--- config.mk ---
export PLATFORM = sky130hd
export DESIGN_NAME = uic_cmd_init
export DESIGN_NICKNAME = d
export VERILOG_FILES = /design/src/uic_pkg.sv /design/src/uic_clock_output_pin_gen.sv /design/src/uic_int_sel.sv /design/src/uic_cmd_init.sv
export VERILOG_INCLUDE_DIRS = /design/src
export SDC_FILE = /design/constraint.sdc
export NUM_CORES = 1
export LEC_CHECK = 0
export BUFFER_PORTS_ARGS = -buffer_cell sky130_fd_sc_hd__buf_2
export CORE_MARGIN = 3
export CORE_UTILIZATION = 47
export CTS_CLUSTER_SIZE = 25
export DETAILED_ROUTE_END_ITERATION = 7
export PLACE_DENSITY_LB_ADDON = 0.25
export SLEW_MARGIN = 10
export SYNTH_ARGS = -nofsm -noshare
export SYNTH_HDL_FRONTEND = slang
export SYNTH_SLANG_ARGS = --single-unit
--- constraint.sdc ---
create_clock -name sys_clk -period 2.6 [get_ports sys_clk]
set_clock_uncertainty 0.2 [all_clocks]
set_input_delay 0.26 -clock sys_clk [delete_from_list [all_inputs] [get_ports sys_clk]]
set_output_delay 0.26 -clock sys_clk [all_outputs]
set_load 0.01 [all_outputs]
--- src/uic_consts.svh ---
// Command codes, field positions, reset values and timing counts of the init command block
`ifndef UIC_CONSTS_SVH
`define UIC_CONSTS_SVH

`define UIC_CMD_SET_ADDR      8'hD0
`define UIC_CMD_SET_EP_EN     8'hD8
`define UIC_CMD_SET_MODE      8'hF3
`define UIC_CMD_FRAME_RD      8'hF5
`define UIC_CMD_RESUME        8'hF6
`define UIC_CMD_SEL_LO        8'h00
`define UIC_CMD_SEL_HI        8'h05
`define UIC_CMD_LTS_LO        8'h40
`define UIC_CMD_LTS_HI        8'h45
`define UIC_CMD_EPS_LO        8'h80
`define UIC_CMD_EPS_HI        8'h85

`define UIC_ADDR_RST          7'h00
`define UIC_FEN_RST           1'b0
`define UIC_EPEN_BIT          0
`define UIC_CFG_RST           8'h0E
`define UIC_CFG_NOSUSPCLK     1
`define UIC_CFG_CLKRUN        2
`define UIC_CFG_NAKINT        3
`define UIC_CFG_PULLUP        4
`define UIC_CFG_EPMODE_HI     7
`define UIC_CFG_EPMODE_LO     6
`define UIC_DIV_RST           8'h0B
`define UIC_DIV_VAL_HI        3
`define UIC_DIV_OFF           4'hF
`define UIC_DIV_SOFONLY       7

`define UIC_SYS_CLK_HZ        25000000
`define UIC_SUSP_CLK_HZ       30000
`define UIC_SUSP_HALF_CYC     (`UIC_SYS_CLK_HZ / (2 * `UIC_SUSP_CLK_HZ))
`define UIC_CNT_W             10

`endif

--- src/uic_pkg.sv ---
// Types shared by the init command block
package uic_pkg;

  typedef enum logic [3:0]
  {
    UIC_IDLE,
    UIC_ADDR_WR,
    UIC_EPEN_WR,
    UIC_MODE_WR1,
    UIC_MODE_WR2,
    UIC_FRAME_RD1,
    UIC_FRAME_RD2,
    UIC_SEL_RD,
    UIC_LTS_RW,
    UIC_EPS_RD,
    UIC_DONE
  } uic_state_t;

  typedef enum logic [1:0]
  {
    UIC_EP_NONISO,
    UIC_EP_ISO_OUT,
    UIC_EP_ISO_IN,
    UIC_EP_ISO_IO
  } uic_epmode_t;

endpackage : uic_pkg

--- src/uic_clock_output_pin_gen.sv ---
// Clock output divider with suspend slow-down and off setting
`timescale 1ns/1ps
`include "uic_consts.svh"

module uic_clock_output_pin_gen
  import uic_pkg::*;
(
  // Clock and reset
  input  wire logic       sys_clk,
  input  wire logic       reset_n,
  // Settings
  input  wire logic [3:0] output_divider_value,
  input  wire logic       no_suspend_clk,
  input  wire logic       usb_suspend,
  // Pin
  output logic            clock_output_pin
);

  logic [`UIC_CNT_W-1:0] cnt_q;
  logic [`UIC_CNT_W-1:0] cnt_d;
  logic                  pin_q;
  logic                  pin_d;
  logic [`UIC_CNT_W-1:0] half_cyc;
  logic                  off;

  always_comb
  begin
    off   = (output_divider_value == `UIC_DIV_OFF);
    // Half period in sys_clk cycles: divider value plus one, or the slow suspend rate
    if (usb_suspend && !no_suspend_clk)
      half_cyc = `UIC_CNT_W'(`UIC_SUSP_HALF_CYC);
    else
      half_cyc = `UIC_CNT_W'(output_divider_value);
    cnt_d = cnt_q + `UIC_CNT_W'(1);
    pin_d = pin_q;
    if (off)
    begin
      cnt_d = '0;
      pin_d = 1'b0;
    end
    else if (cnt_q >= half_cyc)
    begin
      cnt_d = '0;
      pin_d = ~pin_q;
    end
  end

  always_ff @(posedge sys_clk or negedge reset_n)
  begin
    if (!reset_n)
    begin
      cnt_q <= '0;
      pin_q <= 1'b0;
    end
    else
    begin
      cnt_q <= cnt_d;
      pin_q <= pin_d;
    end
  end

  assign clock_output_pin = pin_q;

endmodule : uic_clock_output_pin_gen

--- src/uic_int_sel.sv ---
// Interrupt pin source selection
`timescale 1ns/1ps
`include "uic_consts.svh"

module uic_int_sel
  import uic_pkg::*;
(
  // Clock and reset
  input  wire logic sys_clk,
  input  wire logic reset_n,
  // Sources and modes
  input  wire logic int_reg_any,
  input  wire logic sof_rx,
  input  wire logic sof_only_mode,
  input  wire logic int_pin_mode,
  // Pin
  output logic      int_n
);

  logic int_q;
  logic int_d;

  always_comb
  begin
    if (sof_only_mode)
      int_d = sof_rx;
    else if (int_pin_mode)
      int_d = sof_rx | int_reg_any;
    else
      int_d = int_reg_any;
  end

  always_ff @(posedge sys_clk or negedge reset_n)
  begin
    if (!reset_n)
      int_q <= 1'b0;
    else
      int_q <= int_d;
  end

  assign int_n = ~int_q;

endmodule : uic_int_sel

--- src/uic_cmd_init.sv ---
// Command decoder and initialization registers of the USB device controller
`timescale 1ns/1ps
`include "uic_consts.svh"


module uic_cmd_init
  import uic_pkg::*;
(
  // Clock and reset
  input  wire logic        sys_clk,
  input  wire logic        reset_n,
  // Microcontroller command bus
  input  wire logic        cmd_wr,
  input  wire logic        data_wr,
  input  wire logic        data_rd,
  input  wire logic [7:0]  data_in,
  output logic [7:0]       data_out,
  // USB engine status
  input  wire logic        usb_bus_reset,
  input  wire logic        usb_suspend,
  input  wire logic        vbus_present,
  input  wire logic        sof_rx,
  input  wire logic        int_reg_any,
  input  wire logic        dma_int_pin_mode,
  input  wire logic [10:0] frame_number,
  input  wire logic [7:0]  ep_select_status,
  input  wire logic [7:0]  ep_last_status,
  input  wire logic [7:0]  ep_status,
  // Endpoint engine controls
  output logic [2:0]       ep_index,
  output logic             ep_select_pulse,
  output logic             ep_last_status_rd,
  output logic             ep_status_wr,
  output logic [7:0]       ep_status_wr_data,
  output logic             send_resume,
  // Initialization settings
  output logic [6:0]       device_address,
  output logic             function_enable,
  output logic             control_endpoint_enable,
  output logic             secondary_endpoint_enable,
  output logic             primary_endpoint_enable,
  output uic_epmode_t      primary_endpoint_mode,
  output logic             nak_err_int_enable,
  output logic             internal_clk_run,
  output logic             dplus_pullup_control,
  output logic             must_be_one_bit,
  // Pins
  output logic             clock_output_pin,
  output logic             int_n
);

  ////////////////////////////////////////////////////////////////////////////
  // Command decode

  function automatic uic_state_t cmd_decode(input logic [7:0] code);
    uic_state_t st;
    st = UIC_DONE;
    if (code == `UIC_CMD_SET_ADDR)
      st = UIC_ADDR_WR;
    else if (code == `UIC_CMD_SET_EP_EN)
      st = UIC_EPEN_WR;
    else if (code == `UIC_CMD_SET_MODE)
      st = UIC_MODE_WR1;
    else if (code == `UIC_CMD_FRAME_RD)
      st = UIC_FRAME_RD1;
    else if (code <= `UIC_CMD_SEL_HI)
      st = UIC_SEL_RD;
    else if (code >= `UIC_CMD_LTS_LO && code <= `UIC_CMD_LTS_HI)
      st = UIC_LTS_RW;
    else if (code >= `UIC_CMD_EPS_LO && code <= `UIC_CMD_EPS_HI)
      st = UIC_EPS_RD;
    return st;
  endfunction : cmd_decode

  ////////////////////////////////////////////////////////////////////////////
  // State

  uic_state_t  state_q;
  uic_state_t  state_d;
  logic [6:0]  addr_q;
  logic [6:0]  addr_d;
  logic        fen_q;
  logic        fen_d;
  logic        epen_q;
  logic        epen_d;
  logic [7:0]  cfg_q;
  logic [7:0]  cfg_d;
  logic [7:0]  div_q;
  logic [7:0]  div_d;
  logic [7:0]  rd_q;
  logic [7:0]  rd_d;
  logic [2:0]  idx_q;
  logic [2:0]  idx_d;
  logic        sel_q;
  logic        sel_d;
  logic        lts_q;
  logic        lts_d;
  logic        epw_q;
  logic        epw_d;
  logic [7:0]  epw_data_q;
  logic [7:0]  epw_data_d;
  logic        res_q;
  logic        res_d;

  always_comb
  begin
    state_d    = state_q;
    addr_d     = addr_q;
    fen_d      = fen_q;
    epen_d     = epen_q;
    cfg_d      = cfg_q;
    div_d      = div_q;
    rd_d       = rd_q;
    idx_d      = idx_q;
    epw_data_d = epw_data_q;
    sel_d      = 1'b0;
    lts_d      = 1'b0;
    epw_d      = 1'b0;
    res_d      = 1'b0;

    if (cmd_wr)
    begin
      // A new command always restarts decoding
      state_d = cmd_decode(data_in);
      idx_d   = data_in[2:0];
      sel_d   = (data_in <= `UIC_CMD_SEL_HI);
      res_d   = (data_in == `UIC_CMD_RESUME);
    end
    else if (data_wr)
    begin
      case (state_q)
        UIC_ADDR_WR:
        begin
          addr_d  = data_in[6:0];
          fen_d   = data_in[7];
          state_d = UIC_DONE;
        end
        UIC_EPEN_WR:
        begin
          epen_d  = data_in[`UIC_EPEN_BIT];
          state_d = UIC_DONE;
        end
        UIC_MODE_WR1:
        begin
          cfg_d   = data_in;
          state_d = UIC_MODE_WR2;
        end
        UIC_MODE_WR2:
        begin
          div_d   = data_in;
          state_d = UIC_DONE;
        end
        UIC_LTS_RW:
        begin
          epw_d      = 1'b1;
          epw_data_d = data_in;
          state_d    = UIC_DONE;
        end
        default:
        begin
          state_d = state_q;
        end
      endcase
    end
    else if (data_rd)
    begin
      case (state_q)
        UIC_FRAME_RD1:
        begin
          rd_d    = frame_number[7:0];
          state_d = UIC_FRAME_RD2;
        end
        UIC_FRAME_RD2:
        begin
          rd_d    = {5'h00, frame_number[10:8]};
          state_d = UIC_DONE;
        end
        UIC_SEL_RD:
        begin
          rd_d    = ep_select_status;
          state_d = UIC_DONE;
        end
        UIC_LTS_RW:
        begin
          rd_d    = ep_last_status;
          lts_d   = 1'b1;
          state_d = UIC_DONE;
        end
        UIC_EPS_RD:
        begin
          rd_d    = ep_status;
          state_d = UIC_DONE;
        end
        default:
        begin
          rd_d = 8'h00;
        end
      endcase
    end

    // Bus reset returns to default address with the function on; mode and divider are kept
    if (usb_bus_reset)
    begin
      addr_d = `UIC_ADDR_RST;
      fen_d  = 1'b1;
    end
  end

  always_ff @(posedge sys_clk or negedge reset_n)
  begin
    if (!reset_n)
    begin
      state_q    <= UIC_IDLE;
      addr_q     <= `UIC_ADDR_RST;
      fen_q      <= `UIC_FEN_RST;
      epen_q     <= 1'b0;
      cfg_q      <= `UIC_CFG_RST;
      div_q      <= `UIC_DIV_RST;
      rd_q       <= 8'h00;
      idx_q      <= 3'h0;
      sel_q      <= 1'b0;
      lts_q      <= 1'b0;
      epw_q      <= 1'b0;
      epw_data_q <= 8'h00;
      res_q      <= 1'b0;
    end
    else
    begin
      state_q    <= state_d;
      addr_q     <= addr_d;
      fen_q      <= fen_d;
      epen_q     <= epen_d;
      cfg_q      <= cfg_d;
      div_q      <= div_d;
      rd_q       <= rd_d;
      idx_q      <= idx_d;
      sel_q      <= sel_d;
      lts_q      <= lts_d;
      epw_q      <= epw_d;
      epw_data_q <= epw_data_d;
      res_q      <= res_d;
    end
  end

  ////////////////////////////////////////////////////////////////////////////
  // Outputs

  assign data_out                  = rd_q;
  assign ep_index                  = idx_q;
  assign ep_select_pulse           = sel_q;
  assign ep_last_status_rd         = lts_q;
  assign ep_status_wr              = epw_q;
  assign ep_status_wr_data         = epw_data_q;
  assign send_resume               = res_q;
  assign device_address            = addr_q;
  assign function_enable           = fen_q;
  assign control_endpoint_enable   = 1'b1;
  assign secondary_endpoint_enable = epen_q & fen_q;
  assign primary_endpoint_enable   = epen_q & fen_q;
  assign primary_endpoint_mode     = uic_epmode_t'(cfg_q[`UIC_CFG_EPMODE_HI:`UIC_CFG_EPMODE_LO]);
  assign nak_err_int_enable        = cfg_q[`UIC_CFG_NAKINT];
  assign internal_clk_run          = cfg_q[`UIC_CFG_CLKRUN] | ~usb_suspend;
  assign dplus_pullup_control      = cfg_q[`UIC_CFG_PULLUP] & vbus_present;
  assign must_be_one_bit           = div_q[6];

  uic_clock_output_pin_gen u_clock_output_pin
  (
    .sys_clk              (sys_clk),
    .reset_n              (reset_n),
    .output_divider_value (div_q[`UIC_DIV_VAL_HI:0]),
    .no_suspend_clk       (cfg_q[`UIC_CFG_NOSUSPCLK]),
    .usb_suspend          (usb_suspend),
    .clock_output_pin     (clock_output_pin)
  );

  uic_int_sel u_int
  (
    .sys_clk       (sys_clk),
    .reset_n       (reset_n),
    .int_reg_any   (int_reg_any),
    .sof_rx        (sof_rx),
    .sof_only_mode (div_q[`UIC_DIV_SOFONLY]),
    .int_pin_mode  (dma_int_pin_mode),
    .int_n         (int_n)
  );

endmodule : uic_cmd_init

==> results.sh <==
export IMPL_total_power_mw=3.218
export IMPL_grt_max_degree=61
export IMPL_cts_tree="built"
export IMPL_synth_area_leaders="dfrtp_1, mux2_2, nand2_1, dfstp_2, nor2_1"
export IMPL_setup_viol=0
export IMPL_whs_ns=0.02155
export IMPL_clock_sinks=60
export IMPL_clk_pin_slew_ns=0.07
export IMPL_slew_viol_final=0
export IMPL_hold_class="input port to flop"
export IMPL_finalNonFillerCells=501
export IMPL_reg2reg_depth=8
export IMPL_max_slew_worst_pin_slew_ns=0.7421
export IMPL_synth_edf_count=0
export IMPL_endpoint_kind="flop"
export IMPL_final_cell_mix="buf_2, dfrtp_1, nand2_1"
export IMPL_start_kind="flop"
export IMPL_final_common_cell="buf_2"
export IMPL_n_fill_cell=553
export IMPL_synth_top_cell_by_area="dfrtp_1"
export IMPL_grt_ovfl_total=0
export IMPL_clock_path_buffers=2
export IMPL_cp_cell_sequence="nand2b_4 -> nand2_4 -> ha_4 -> a211o_1 -> a211oi_2 -> o21ai_1 -> a311o_1 -> mux2_4"
export IMPL_ys_types=51
export IMPL_finalHoldViolCount=0
export IMPL_synth_warnings=0
export IMPL_drtPass1Iterations=6
export IMPL_avgSynthCellArea_sq_um=9.959
export IMPL_finish_utilization_pct=62.19
export IMPL_vias=2661
export IMPL_postRouteAntennaNets=0
export IMPL_grt_pass1_vias=2616
export IMPL_crit_fanout=3
export IMPL_ioPinCount=96
export IMPL_power_per_cell_area_nw_per_um2=801.3
export IMPL_dp_hpwl_um=5211
export IMPL_num_rows=29
export IMPL_cap_violations=0
export IMPL_vdd_ir_drop_worst_uv=407.0
export IMPL_fin_crit_sh_pct=97.94
export IMPL_placedCellCount=476
export IMPL_period_needed_ns=2.546
export IMPL_cts_buffers=9
export IMPL_initial_utilization_pct=49.19
export IMPL_max_stage_delay_ns=0.53
export IMPL_synth_seq_cells=60
export IMPL_syn_to_final_growth_pct=26.43
export IMPL_cp_data_required_time_ns=2.62
export IMPL_port_buffers=94
export IMPL_vias_per_cell=5.311
export IMPL_whs_path_depth=3
export IMPL_slew_limit_headroom_pct=50.53
export IMPL_dieHeight_um=88.22
export IMPL_drc=0
export IMPL_routedWlPerCell_um=14.41
export IMPL_grt_usage_pct=19.49
export IMPL_rsz0062_at_grt="yes"
export IMPL_critPathKind="flop to flop"
export IMPL_gp_congestion=0.7626
export IMPL_clock_latency_ns=0.33
export IMPL_fin_nets=481
export IMPL_coreArea_sq_um=6459
export IMPL_cp_arrival_ns=2.56
export IMPL_status="complete, no violations"
export IMPL_synth_async_sr_flop_share_pct=100.0
export IMPL_synth_top_area_share_pct=42.54
export IMPL_routed_wl_um=7218
export IMPL_antenna_found_initial=0
export IMPL_syn_cell_area_sq_um=3177
export IMPL_synth_seq_area_share_pct=47.50
export IMPL_grt_pass1_wl_um=11870
export IMPL_syn_inst=319
export IMPL_synth_nets=381
export IMPL_cts_max_level=3
export IMPL_die_area_sq_um=7782
export IMPL_clockRootBuffer="clkbuf_8"
export IMPL_drive_above_1_share_pct=37.50
export IMPL_ys_flop_type="dfrtp_1"
export IMPL_fmax_ghz=0.3927
export IMPL_die_x_um=88.22
export IMPL_num_antenna_cells=0
export IMPL_cpMaxStageDelayCell="dfstp_2"
export IMPL_leakage_nw=2.059
export IMPL_drtIter0Drc=95
flip-flops by register name (all words and copies together), names as in the netlist, 3 cells and up:
name,cells
div_q,6
ep_status_wr_data,8
ep_index,3
u_clock_output_pin.cnt_q,10
state_q,4
data_out,8
cfg_q,6
device_address,7
worst paths after layout:
kind / to / slack (ns) / startpoint
max reg2reg: u_clock_output_pin.clock_output_pin / 0.05 / cfg_q[1]
min reg2reg: ep_status_wr_data[5] / 0.28 / ep_status_wr_data[5]
min: ep_status_wr_data[7] / 0.02 / data_in[7]
max: u_clock_output_pin.clock_output_pin / 0.05 / cfg_q[1]
min in group asynchronous: ep_status_wr_data[2] / 0.41 / reset_n
max in group asynchronous: data_out[0] / 1.30 / reset_n
where the power goes:
group / internal (mW) / total (mW) / switching [mW]
clock network: 0.494 / 0.858 / 0.364
logic: 0.499 / 0.981 / 0.482
registers: 1.17 / 1.38 / 0.210
total: 2.16 / 3.22 / 1.06
routing by layer:
metal / share of wire (%) / GRT usage, % / up-vias
li1: - / - / 1304
met3: 3.8 / 4.004 / 8
met1: 43 / 23.86 / 1300
met5: 0 / 0 / -
met4: 1.4 / 7.418 / 0
met2: 52 / 33.85 / 49
worst max-delay path, delay by kind of cell, from the launching register on:
| family | cells | cell delay [ns] |
|---|---|---|
| flip-flops | 1 | 0.53 |
| AO/OA/AOI/OAI | 4 | 0.99 |
| AND/OR/NAND/NOR | 2 | 0.19 |
| adder cells (fa/ha/maj) | 1 | 0.21 |
| multiplexers | 1 | 0.32 |
kinds of logic after synthesis:
family / Yosys count / synth area share (%)
other cells: 1 / 0.1180
fa+ha+maj: 8 / 3.151
flops: 60 / 47.50
mux: 33 / 11.54
compound gates: 56 / 11.70
simple gates: 120 / 18.47
buf+inv: 31 / 4.766
xor+xnor: 10 / 2.757
final cells by class:
cell class / count / area, sq um / area share, %
clock buffers: 12 / 155.1 / 3.863
flip-flops and latches: 60 / 1509 / 37.57
clock inverters: 4 / 48.80 / 1.215
repair buffers: 111 / 623.1 / 15.51
multi-input cells: 228 / 1550 / 38.60
well taps: 77 / 96.34 / 2.399
inverters: 9 / 33.78 / 0.8411
cell usage after synthesis (2+ instances only):
cell / n
a211o_1: 3
a21oi_1: 7
a22oi_1: 7
a31oi_1: 7
and2_1: 5
and3_1: 5
buf_1: 2
buf_2: 10
buf_4: 4
clkbuf_1: 5
dfrtp_1: 54
dfstp_2: 6
ha_1: 8
inv_1: 8
mux2_2: 25
mux2i_1: 7
nand2_1: 46
nand2b_1: 6
nand3_1: 10
nand3b_1: 2
nand4b_1: 2
nor2_1: 31
nor2b_1: 4
o21ai_0: 19
o21ai_1: 2
xor2_1: 9
metrics by stage:
step	TNS [ns]	cell area [sq um]	setup slack (ns)
global placement	0	3686	0.03924
global route	-0.03475	4016	-0.03475
detailed placement	-0.03113	3686	-0.02708
floorplan	0	3177	0.009053
CTS	0	3970	0.03696
finish	0	4016	0.05353
repair_timing:
action | CTS | global route
gates cloned | 0 | 1
pin swaps | 1 | 5
hold buffers | 8 | 0
setup endpoints to repair | 3 | 10
hold endpoints to repair | 65 | 0
setup buffers | 0 | 0
resized for setup | 0 | 8
Note: power is estimated with default switching activity, not from simulation.
